<file path="src/hw/pmh_pkg.sv">
// Summary of operation
// - Host load of all 16 output cells overrides
// - Output cells readable and writable in config window
// - Load at strobe trailing edge or level
// - One mask per group, resets to zero
// - Mask bit one blocks host load
// - Pin enable is product term OR direction bit
// - Output without enable equation always drives
// - Internal node releases pin, keeps feedback
// - Native and borrow term limits per group
// - Over-limit equations expand with extra delay
// - 24 input cells: latch, register or pass
// - Input cell clock: product term or strobe
// - One enable term per nibble
// - Input cells readable by host, feed array
// - Strobe-clocked input cells capture their port pins
// - Unused control pin 2 feeds logic array
// - Rising edge clock, active-high preset and clear
// - Cell n maps to data bit n mod 8
package pmh_pkg;
  localparam int CELLS_PER_GROUP = 8;
  localparam int OUT_CELLS       = 16;
  localparam int IN_CELLS        = 24;
  localparam int NIBBLES         = 6;
  // Register offsets inside the configuration window (low address byte)
  localparam logic [7:0] OFF_IN_PORT_A   = 8'h10;
  localparam logic [7:0] OFF_IN_PORT_B   = 8'h11;
  localparam logic [7:0] OFF_IN_PORT_C   = 8'h12;
  localparam logic [7:0] OFF_AB_CELLS    = 8'h20;
  localparam logic [7:0] OFF_BC_CELLS    = 8'h21;
  localparam logic [7:0] OFF_AB_MASK     = 8'h22;
  localparam logic [7:0] OFF_BC_MASK     = 8'h23;
  localparam logic [7:0] MASK_RESET      = 8'h00;
  localparam logic [7:0] CELLS_RESET     = 8'h00;
  // Product term budget per output cell
  localparam logic [3:0] NATIVE_AB       = 4'h3;
  localparam logic [3:0] NATIVE_BC       = 4'h4;
  localparam logic [3:0] BORROW_AB       = 4'h6;
  localparam logic [3:0] BORROW_BC_LO    = 4'h5;
  localparam logic [3:0] BORROW_BC_HI    = 4'h6;
  // Input cell modes
  typedef enum logic [1:0] {
    PMH_IN_PASS  = 2'b00,
    PMH_IN_LATCH = 2'b01,
    PMH_IN_REG   = 2'b11
  } pmh_in_mode_t;
  // Host bus types and use of the three control pins
  typedef enum logic [1:0] {
    PMH_BUS_MUX        = 2'b00,
    PMH_BUS_FETCH_ONLY = 2'b01,
    PMH_BUS_NO_FETCH   = 2'b11
  } pmh_bus_t;
endpackage

</file>
<file path="src/hw/pmh_macrocell_host.sv">
`timescale 1ns/1ns
// Output and input macrocells with host load, read back and pin enables
module pmh_macrocell_host #(
  parameter logic [7:0] WINDOW_BASE = 8'h00
) (
  input  wire logic                            clk_sys,
  input  wire logic                            resetn,
  // Host bus pins (multiplexed 8-bit)
  input  wire logic [7:0]                      address_data_in,
  output logic      [7:0]                      address_data_out,
  output logic                                 address_data_oe,
  input  wire logic [7:0]                      address_high,
  input  wire logic                            address_strobe,
  input  wire logic                            bus_control_pin_0,
  input  wire logic                            bus_control_pin_1,
  input  wire logic                            bus_control_pin_2,
  input  wire logic                            external_clock_input,
  input  wire logic [pmh_pkg::IN_CELLS-1:0]    port_in,
  // Configuration bits
  input  wire logic [1:0]                      cfg_bus_type,
  input  wire logic                            cfg_load_level,
  input  wire logic [pmh_pkg::OUT_CELLS-1:0]   cfg_cell_comb,
  input  wire logic [pmh_pkg::OUT_CELLS-1:0]   cfg_cell_ext_clk,
  input  wire logic [pmh_pkg::OUT_CELLS-1:0]   cfg_cell_has_oe_eq,
  input  wire logic [pmh_pkg::OUT_CELLS-1:0]   cfg_cell_node,
  input  wire logic [pmh_pkg::OUT_CELLS-1:0]   direction_bits,
  input  wire logic [2*pmh_pkg::IN_CELLS-1:0]  cfg_in_mode,
  input  wire logic [pmh_pkg::NIBBLES-1:0]     cfg_in_use_strobe,
  input  wire logic [4*pmh_pkg::OUT_CELLS-1:0] cfg_borrow_req,
  // Product terms from the AND array
  input  wire logic [pmh_pkg::OUT_CELLS-1:0]   pt_d,
  input  wire logic [pmh_pkg::OUT_CELLS-1:0]   pt_clk,
  input  wire logic [pmh_pkg::OUT_CELLS-1:0]   pt_preset,
  input  wire logic [pmh_pkg::OUT_CELLS-1:0]   pt_clear,
  input  wire logic [pmh_pkg::OUT_CELLS-1:0]   pt_comb,
  input  wire logic [pmh_pkg::OUT_CELLS-1:0]   pt_oe,
  input  wire logic [pmh_pkg::NIBBLES-1:0]     pt_in_enable,
  // To pins and to the logic array
  output logic      [pmh_pkg::OUT_CELLS-1:0]   cell_pin_out,
  output logic      [pmh_pkg::OUT_CELLS-1:0]   cell_pin_oe,
  output logic      [pmh_pkg::OUT_CELLS-1:0]   cell_feedback,
  output logic      [pmh_pkg::IN_CELLS-1:0]    input_cell_out,
  output logic                                 control_pin_2_to_array,
  output logic                                 program_fetch_active,
  output logic      [pmh_pkg::OUT_CELLS-1:0]   cell_expanded
);
  import pmh_pkg::*;

  localparam int SYNC_W = 8 + 8 + 5 + IN_CELLS;
  // Idle pin pattern: strobe low, active-low control pins high, so no false strobe follows reset
  localparam logic [SYNC_W-1:0] PIN_IDLE = {{IN_CELLS{1'b0}}, 5'h0e, 16'h0000};

  // Pin synchroniser: three stages, a change counts once stages two and three agree
  logic [SYNC_W-1:0] sync1_r;
  logic [SYNC_W-1:0] sync2_r;
  logic [SYNC_W-1:0] sync3_r;
  logic [SYNC_W-1:0] clean_r;
  logic [SYNC_W-1:0] clean_nxt;
  logic [SYNC_W-1:0] pins_raw;

  assign pins_raw = {port_in, external_clock_input, bus_control_pin_2, bus_control_pin_1,
                     bus_control_pin_0, address_strobe, address_high, address_data_in};

  always_comb begin
    for (int b = 0; b < SYNC_W; b++) begin
      clean_nxt[b] = (sync2_r[b] == sync3_r[b]) ? sync3_r[b] : clean_r[b];
    end
  end

  always_ff @(posedge clk_sys) begin
    if (!resetn) begin
      sync1_r <= PIN_IDLE;
      sync2_r <= PIN_IDLE;
      sync3_r <= PIN_IDLE;
      clean_r <= PIN_IDLE;
    end else begin
      sync1_r <= pins_raw;
      sync2_r <= sync1_r;
      sync3_r <= sync2_r;
      clean_r <= clean_nxt;
    end
  end

  logic [7:0]          ad_c;
  logic [7:0]          ahi_c;
  logic                ale_c;
  logic                c0_n;
  logic                c1_n;
  logic                c2_n;
  logic                ext_clk_c;
  logic [IN_CELLS-1:0] port_c;

  assign ad_c      = clean_r[7:0];
  assign ahi_c     = clean_r[15:8];
  assign ale_c     = clean_r[16];
  assign c0_n      = clean_r[17];
  assign c1_n      = clean_r[18];
  assign c2_n      = clean_r[19];
  assign ext_clk_c = clean_r[20];
  assign port_c    = clean_r[SYNC_W-1:21];

  // Control pin roles per bus type; strobes are active low on the pins
  logic wr_act;
  logic rd_act;
  logic c2_free;

  always_comb begin
    wr_act  = !c0_n;
    rd_act  = 1'b0;
    c2_free = 1'b1;
    program_fetch_active = 1'b0;
    unique case (pmh_bus_t'(cfg_bus_type))
      PMH_BUS_MUX: begin
        rd_act  = !c1_n;
        c2_free = 1'b0;
        program_fetch_active = !c2_n;
      end
      PMH_BUS_FETCH_ONLY: begin
        program_fetch_active = !c1_n;
      end
      PMH_BUS_NO_FETCH: begin
        rd_act = !c1_n;
      end
      default: begin
        rd_act = !c1_n;
      end
    endcase
    control_pin_2_to_array = c2_free ? c2_n : 1'b0;
  end

  // Address latch: low byte and high byte held from the strobe's falling edge
  logic [15:0] addr_r;
  logic [15:0] addr_nxt;
  logic        ale_prev_r;
  logic        wr_prev_r;
  logic        wr_trail;
  logic        win_hit;

  always_comb begin
    addr_nxt = addr_r;
    if (ale_prev_r && !ale_c) addr_nxt = {ahi_c, ad_c};
  end

  assign wr_trail = wr_prev_r && !wr_act;
  assign win_hit  = (addr_r[15:8] == WINDOW_BASE);

  // Host load strobes per group; level mode loads every cycle of the strobe
  logic load_now;
  logic ab_load;
  logic bc_load;

  assign load_now = cfg_load_level ? wr_act : wr_trail;
  assign ab_load  = load_now && win_hit && addr_r[7:0] == OFF_AB_CELLS;
  assign bc_load  = load_now && win_hit && addr_r[7:0] == OFF_BC_CELLS;

  // Mask registers are written once per strobe, at its trailing edge
  logic [7:0] mask_ab_r;
  logic [7:0] mask_bc_r;
  logic [7:0] mask_ab_nxt;
  logic [7:0] mask_bc_nxt;

  always_comb begin
    mask_ab_nxt = mask_ab_r;
    mask_bc_nxt = mask_bc_r;
    if (wr_trail && win_hit && addr_r[7:0] == OFF_AB_MASK) mask_ab_nxt = ad_c;
    if (wr_trail && win_hit && addr_r[7:0] == OFF_BC_MASK) mask_bc_nxt = ad_c;
  end

  // Term budget: over-limit cells take their D and combinational terms through one extra stage
  logic [OUT_CELLS-1:0] over_limit;
  logic [OUT_CELLS-1:0] pt_d_dly_r;
  logic [OUT_CELLS-1:0] pt_comb_dly_r;

  always_comb begin
    for (int i = 0; i < OUT_CELLS; i++) begin
      if (i < CELLS_PER_GROUP)
        over_limit[i] = cfg_borrow_req[4*i +: 4] > BORROW_AB;
      else if (i < CELLS_PER_GROUP + 4)
        over_limit[i] = cfg_borrow_req[4*i +: 4] > BORROW_BC_LO;
      else
        over_limit[i] = cfg_borrow_req[4*i +: 4] > BORROW_BC_HI;
    end
  end

  assign cell_expanded = over_limit;

  // Output cell flip-flops
  logic [OUT_CELLS-1:0] cell_q_r;
  logic [OUT_CELLS-1:0] cell_q_nxt;
  logic [OUT_CELLS-1:0] clk_prev_r;
  logic [OUT_CELLS-1:0] clk_src;
  logic [OUT_CELLS-1:0] host_load;
  logic [OUT_CELLS-1:0] d_eff;
  logic [OUT_CELLS-1:0] out_r;
  logic [OUT_CELLS-1:0] out_nxt;

  // Host load beats clear, preset and clock so software sees its own value
  always_comb begin
    cell_q_nxt = cell_q_r;
    for (int i = 0; i < OUT_CELLS; i++) begin
      clk_src[i] = cfg_cell_ext_clk[i] ? ext_clk_c : pt_clk[i];
      d_eff[i]   = over_limit[i] ? pt_d_dly_r[i] : pt_d[i];
      if (i < CELLS_PER_GROUP)
        host_load[i] = ab_load && !mask_ab_r[i];
      else
        host_load[i] = bc_load && !mask_bc_r[i-CELLS_PER_GROUP];
      if (host_load[i])
        cell_q_nxt[i] = ad_c[i % CELLS_PER_GROUP];
      else if (pt_clear[i])
        cell_q_nxt[i] = 1'b0;
      else if (pt_preset[i])
        cell_q_nxt[i] = 1'b1;
      else if (clk_src[i] && !clk_prev_r[i])
        cell_q_nxt[i] = d_eff[i];
      out_nxt[i] = cfg_cell_comb[i] ? (over_limit[i] ? pt_comb_dly_r[i] : pt_comb[i]) : cell_q_nxt[i];
    end
  end

  // Pin enable; a node never drives, an output with no equation always does
  always_comb begin
    for (int i = 0; i < OUT_CELLS; i++) begin
      if (cfg_cell_node[i])
        cell_pin_oe[i] = 1'b0;
      else if (!cfg_cell_has_oe_eq[i])
        cell_pin_oe[i] = 1'b1;
      else
        cell_pin_oe[i] = pt_oe[i] | direction_bits[i];
    end
  end

  assign cell_pin_out  = out_r;
  assign cell_feedback = out_r;

  // Input cells
  logic [IN_CELLS-1:0] in_q;

  pmh_input_bank u_inputs (
    .clk_sys              (clk_sys),
    .resetn               (resetn),
    .port_clean           (port_c),
    .nibble_pt            (pt_in_enable),
    .nibble_use_strobe    (cfg_in_use_strobe),
    .address_strobe_clean (ale_c),
    .cell_mode            (cfg_in_mode),
    .input_cell_q         (in_q)
  );

  assign input_cell_out = in_q;

  // Read back: data held in a flop, driven only while a read hits the window
  logic [7:0] rdata_nxt;
  logic [7:0] rdata_r;
  logic       rd_hit;

  always_comb begin
    unique case (addr_r[7:0])
      OFF_AB_CELLS:  rdata_nxt = cell_q_r[7:0];
      OFF_BC_CELLS:  rdata_nxt = cell_q_r[15:8];
      OFF_AB_MASK:   rdata_nxt = mask_ab_r;
      OFF_BC_MASK:   rdata_nxt = mask_bc_r;
      OFF_IN_PORT_A: rdata_nxt = in_q[7:0];
      OFF_IN_PORT_B: rdata_nxt = in_q[15:8];
      OFF_IN_PORT_C: rdata_nxt = in_q[23:16];
      default:       rdata_nxt = 8'h00;
    endcase
  end

  // Unmapped offsets are not driven so another resource can answer
  assign rd_hit = win_hit && (addr_r[7:0] == OFF_AB_CELLS || addr_r[7:0] == OFF_BC_CELLS ||
                  addr_r[7:0] == OFF_AB_MASK || addr_r[7:0] == OFF_BC_MASK ||
                  addr_r[7:0] == OFF_IN_PORT_A || addr_r[7:0] == OFF_IN_PORT_B ||
                  addr_r[7:0] == OFF_IN_PORT_C);
  assign address_data_oe  = rd_act && rd_hit;
  assign address_data_out = rdata_r;

  // Register stage for the address latch, masks, output cells and read data
  always_ff @(posedge clk_sys) begin
    if (!resetn) begin
      addr_r        <= 16'h0000;
      ale_prev_r    <= 1'b0;
      wr_prev_r     <= 1'b0;
      mask_ab_r     <= MASK_RESET;
      mask_bc_r     <= MASK_RESET;
      cell_q_r      <= {CELLS_RESET, CELLS_RESET};
      clk_prev_r    <= '0;
      out_r         <= '0;
      pt_d_dly_r    <= '0;
      pt_comb_dly_r <= '0;
      rdata_r       <= 8'h00;
    end else begin
      addr_r        <= addr_nxt;
      ale_prev_r    <= ale_c;
      wr_prev_r     <= wr_act;
      mask_ab_r     <= mask_ab_nxt;
      mask_bc_r     <= mask_bc_nxt;
      cell_q_r      <= cell_q_nxt;
      clk_prev_r    <= clk_src;
      out_r         <= out_nxt;
      pt_d_dly_r    <= pt_d;
      pt_comb_dly_r <= pt_comb;
      rdata_r       <= rdata_nxt;
    end
  end
endmodule

</file>
<file path="src/hw/pmh_input_bank.sv">
`timescale 1ns/1ns
// Twenty-four input cells, enables shared per nibble
module pmh_input_bank (
  input  wire logic                            clk_sys,
  input  wire logic                            resetn,
  input  wire logic [pmh_pkg::IN_CELLS-1:0]    port_clean,
  input  wire logic [pmh_pkg::NIBBLES-1:0]     nibble_pt,
  input  wire logic [pmh_pkg::NIBBLES-1:0]     nibble_use_strobe,
  input  wire logic                            address_strobe_clean,
  input  wire logic [2*pmh_pkg::IN_CELLS-1:0]  cell_mode,
  output logic      [pmh_pkg::IN_CELLS-1:0]    input_cell_q
);
  import pmh_pkg::*;

  logic [NIBBLES-1:0]  en_prev_r;
  logic [NIBBLES-1:0]  en_prev_nxt;
  logic [IN_CELLS-1:0] q_r;
  logic [IN_CELLS-1:0] q_nxt;
  logic [NIBBLES-1:0]  en_sel;

  // Per-nibble enable mux: array term or address strobe
  always_comb begin
    for (int n = 0; n < NIBBLES; n++) begin
      en_sel[n] = nibble_use_strobe[n] ? address_strobe_clean : nibble_pt[n];
    end
    en_prev_nxt = en_sel;
  end

  // Cell update; latch is transparent while enable is high
  always_comb begin
    q_nxt = q_r;
    for (int i = 0; i < IN_CELLS; i++) begin
      unique case (pmh_in_mode_t'(cell_mode[2*i +: 2]))
        PMH_IN_PASS:  q_nxt[i] = port_clean[i];
        PMH_IN_LATCH: if (en_sel[i/4]) q_nxt[i] = port_clean[i];
        PMH_IN_REG:   if (en_sel[i/4] && !en_prev_r[i/4]) q_nxt[i] = port_clean[i];
        default:      q_nxt[i] = port_clean[i];
      endcase
    end
  end

  always_ff @(posedge clk_sys) begin
    if (!resetn) begin
      q_r       <= '0;
      en_prev_r <= '0;
    end else begin
      q_r       <= q_nxt;
      en_prev_r <= en_prev_nxt;
    end
  end

  assign input_cell_q = q_r;
endmodule

</file>
<file path="config.mk">
export PLATFORM = sky130hd
export DESIGN_NAME = pmh_macrocell_host
export DESIGN_NICKNAME = d
export VERILOG_FILES = /design/src/hw/pmh_pkg.sv /design/src/hw/pmh_macrocell_host.sv /design/src/hw/pmh_input_bank.sv
export SDC_FILE = /design/constraint.sdc
export NUM_CORES = 1
export LEC_CHECK = 0
export BUFFER_PORTS_ARGS = -buffer_cell sky130_fd_sc_hd__buf_2
export CORE_AREA = 4 4 174 176
export DETAILED_ROUTE_END_ITERATION = 8
export DIE_AREA = 0 0 178 180
export GPL_TIMING_DRIVEN = 0
export MAX_ROUTING_LAYER = met4
export PLACE_DENSITY = 0.82
export RECOVER_POWER = 50
export SKIP_CTS_REPAIR_TIMING = 1
export SLEW_MARGIN = 20
export SYNTH_ARGS = -nofsm -noshare
export SYNTH_HDL_FRONTEND = slang
export SYNTH_SLANG_ARGS = --single-unit
</file>
<file path="constraint.sdc">
create_clock -name clk_sys -period 2.8 [get_ports clk_sys]
set_clock_uncertainty 0.15 [all_clocks]
set_input_delay 0.7 -clock clk_sys [delete_from_list [all_inputs] [get_ports clk_sys]]
set_output_delay 0.7 -clock clk_sys [all_outputs]
set_load 0.02 [all_outputs]
</file>
# ---- Word-level counts from Yosys, hierarchy flattened
# Index checks and enable logic that the tools add are counted.
dict set report word_totals {
  ff_bits 332
  input_bits 350
  ramBits 0
  rom_bits 0
  out_inout_bits 99
  mem_count 0
  elab_cells 630
  latchBits 0
}
dict set report classes {
  n_eq_ne 149
  bitwise_logic 16
  n_lt_le_gt_ge 16
  reduce_logical 122
  n_mux 243
  n_shift 0
  n_addsub 0
  multipliers 0
  div 0
}
# operator n
set op_table {}
lappend op_table {{1-bit 2-to-1 mux} 217}
lappend op_table {{2-bit by 1-bit != test with 1-bit output, second input constant} 48}
lappend op_table {{4-bit by 3-bit greater-than comparator with 1-bit output, second input constant} 16}
lappend op_table {{8-bit one-hot mux with 7 select lines} 1}
lappend op_table {{2-bit by 1-bit equality test with 1-bit output, second input constant} 25}
lappend op_table {{1-bit one-hot mux with 2 select lines} 25}
lappend op_table {{2-bit equality test, second input constant} 24}
lappend op_table {{1-bit logical AND} 48}
lappend op_table {{2-bit AND reduction} 24}
lappend op_table {{1-bit equality test} 45}
lappend op_table {{1-bit logical NOT} 42}
lappend op_table {{8-bit by 6-bit equality test with 1-bit output, second input constant} 4}
lappend op_table {{8-bit by 5-bit equality test with 1-bit output, second input constant} 3}
lappend op_table {{1-bit OR} 16}
lappend op_table {{8-bit logical NOT} 1}
lappend op_table {{1-bit logical OR} 6}
lappend op_table {{2-bit logical NOT} 1}

# ---- Depth between registers and ports, before layout
dict set report logic_depth {
  depth_word 9
  mapped_depth 8
  mapped_depth_nobuf 5
}

# ---- Cells and area by module
# Synthesis repeated with hierarchy kept, for this count alone.
dict set report hier_totals {
  cells_unflattened 1390
  hier_area_um2 13152.6
}
# mod cells_per_inst instances area_each_um2
set modules_own_cells {}
lappend modules_own_cells {pmh_macrocell_host 1145 1 11200.7}
lappend modules_own_cells {pmh_input_bank 245 1 1951.9}

# ---- Worst setup path after synthesis
# No wires, ideal clock.
dict set report synth_timing {
  path_kind {flip-flop to output port}
  from {register addr_r[15]}
  to {output port address_data_oe}
  n_path_buf 0
  required_ns 1.950
  stages_incl_launch_ff 4
  arrival_ns 1.341
  path_slack_ns 0.609
  path_cell_list {dfxtp_1 > or4_4 > and2b_1 > and3_1}
}
dict set report synth_between {
  elab_chain_cells 3
}
# item line
set synth_lines {}
lappend synth_lines {{start: declaration} pmh_macrocell_host.sv:132} ;# logic [15:0] addr_r;
lappend synth_lines {{start signal: assignment} pmh_macrocell_host.sv:291} ;# addr_r <= addr_nxt;
lappend synth_lines {{8-bit logical NOT} pmh_macrocell_host.sv:145} ;# assign win_hit = (addr_r[15:8] == WINDOW_BASE);
lappend synth_lines {{1-bit logical AND} pmh_macrocell_host.sv:269} ;# assign rd_hit = win_hit && (addr_r[7:0] == OFF_AB_CELLS || addr_r[7:0] == OFF_BC_CELLS ||
lappend synth_lines {{1-bit logical AND} pmh_macrocell_host.sv:273} ;# assign address_data_oe = rd_act && rd_hit;
lappend synth_lines {{end: declaration} pmh_macrocell_host.sv:11} ;# output logic address_data_oe,
# No other way between the ends.

# ---- Final worst setup path
# Ends and elaborated chain as after synthesis.

==> results.cfg <==
[floorplanning]
floorplan.initialDensity_pct = 43.9
die_h_um = 180
die-area_mm2 = 0.0320
chipWidth_um = 178
core_area_mm2 = 0.0286
rows = 62
ios = 449

[clocking]
ctsHtreeMaxLevel = 2
root_buffer = clkbuf_16
insertion_delay_ps = 520
path_clk_slew_ps = 60
cts.sinks = 332
clockBufferDepth = 3
cts_tree = yes
cts_buffers = 34

[synthesis]
seq_area_frac_synth_pct = 52.9
syn_avg_cell_area_um2 = 9.97
syn_nets = 1609
synthFlopType = dfxtp_1
synth_seq_cells = 332
synth_edf_count = 0
ys_types = 42
yosysWarnings = 0
syn_area_mm2 = 0.0126
syn_inst = 1259
async_reset_ff_share_pct = 0

[grt]
grt_pass1_vias = 10900
antenna_found_initial = 6
grt_overflow = 0
grt_pass1_wl_um = 58000
grt_usage_pct = 23.9
grt_max_degree = 15

[drt]
vias_per_cell = 5.03
vias = 10800
wl_per_cell_um = 18.3
dr.pass1.iters = 5
drtIter0Drc = 588
drt.antenna.violating_nets = 0
remaining_drc_errors = 0
wl_um = 39300

[pwr]
peakVddDrop_mv = 0.372
design_power_total_mw = 10.2
p_leak_nw = 7.01
p_per_area_mw_per_mm2 = 628

[worst_setup_path]
critical_path_arrival_ps = 1990
crit_type = register to output port
critPathLaunchType = register
end_kind = output port
crit_fanout = 3
critical_path_required_ps = 1950

[layout]
nNetsFinal = 2087
area_growth_pct = 29.7
num-fill-cells = 2574
regArea_mm2 = 0.00665
multi_input_area_mm2 = 0.00553
post-route-util_pct = 56.9
drive_gt1_share_pct = 26.5

[timing]
finalHoldViolCount = 0
post-route-period-util_pct = 102
rsz0062_at_grt = true
max_freq_mhz = 352
slew_violations = 0
period_needed_ps = 2840
setup_violations = 1
worstMarginPinSlew_ps = 1010
worst_hold_slack_ps = 231
layout_setup_ws_ps = -44.4
slew-limit-headroom_pct = 32.9

[placed_design]
post-place-ws_ps = -196
port_buffers = 443
hpwl_um = 30300
gp_congestion = 0.863

[run_status]
violations = setup timing
status = finished with violations

[worst_hold_path]
min_path_type = primary input to register

[job]
maxCapViolations = 0
area by class of cell:
type | instances | area share [%]
repair buffers | 444 | 13.1
plain buffers | 66 | 1.97
multi-input cells | 837 | 33.9
well taps | 384 | 2.95
clock inverters | 12 | 0.792
diodes | 5 | 0.0768
flip-flops and latches | 332 | 40.8
clock buffers | 47 | 5.84
inverters | 22 | 0.507
cells by family after synthesis:
group	synth area share, %
flip-flops	52.9
AO/OA/AOI/OAI	13.5
multiplexers	9.24
buffers and inverters	3.28
AND/OR/NAND/NOR	21.1
per-layer routing:
layer	up-vias	part of all wire [%]	track usage, %
met5	-	0	-
met2	395	51	41.4
met1	5084	39	27.4
li1	5238	-	-
met4	0	3.2	8.17
met3	83	7.1	4.71
through the flow:
step                      TNS (ps)  cells  cell area (um^2)
final                        -44.4   2149             16300
after global placement        -517   2086             15300
after detailed placement     -1730   2086             15300
after floorplan                  0   1259             12600
after global routing         -70.7   2149             16300
after CTS                     -114   2145             16300
report_power, final:
part	internal [mW]	switching, mW
Clock	2.58	1.82
Sequential	4.87	0.0709
Combinational	0.431	0.451
worst max-delay path, cell delays in order (launching register included):
cell     delay, ps
dfxtp_1        320
or4_4          560
and2b_2        280
and3_1         200
buf_6          130
Yosys cell counts (all sizes together), types with 8 or more instances:
cell type / number / area [um^2]
a21boi: 59 / 443
nand2: 96 / 360
a21oi: 35 / 186
and2: 183 / 1140
o311a: 11 / 110
or2: 12 / 75.1
dfxtp: 332 / 6650
a22oi: 8 / 60.1
nand2b: 11 / 68.8
o21ai: 81 / 405
clkbuf: 48 / 180
nor2b: 73 / 457
buf: 20 / 149
nor3b: 12 / 90.1
inv: 22 / 82.6
a221oi: 12 / 105
a31oi: 14 / 87.6
nor3: 18 / 90.1
nor2: 42 / 158
o21a: 27 / 203
mux2i: 99 / 991
worst paths after layout:
kind | start | to | slack, ps | cells after the start
max | addr_r[15] | address_data_oe | -40 | 4
min | bus_control_pin_2 | sync1_r[19] | 230 | 2
max reg2reg | clean_r[20] | cell_feedback[6] | 200 | 6
min reg2reg | sync1_r[19] | sync2_r[19] | 260 | 1
placed cells by master (no fill, tap or decap), types with 14 or more instances in the layout:
cell type  netlist  layout
nor2b_1         73      73
a21boi_0        59      59
inv_1           22      22
clkbuf_16        0      35
a21oi_1         34      34
o21ai_0         81      81
mux2i_1         99      99
buf_2            2     366
buf_4           17      18
and2_1         183     147
o21a_1          27      27
nor2_1          42      42
a31oi_1         14      14
dfxtp_1        332     332
and2_0           0      36
nor3_1          18      18
clkbuf_1        48     133
nand2_1         96      96
registers in the layout (all words and copies together), names as in the netlist:
signal	cells
sync3_r	45
clk_prev_r	16
wr_prev_r	1
address_data_out	8
pt_comb_dly_r	16
ale_prev_r	1
sync2_r	45
addr_r	16
sync1_r	45
u_inputs.input_cell_q	24
cell_q_r	16
mask_ab_r	8
cell_feedback	16
u_inputs.en_prev_r	6
pt_d_dly_r	16
mask_bc_r	8
clean_r	45
Note: power is estimated with default switching activity, not from simulation.
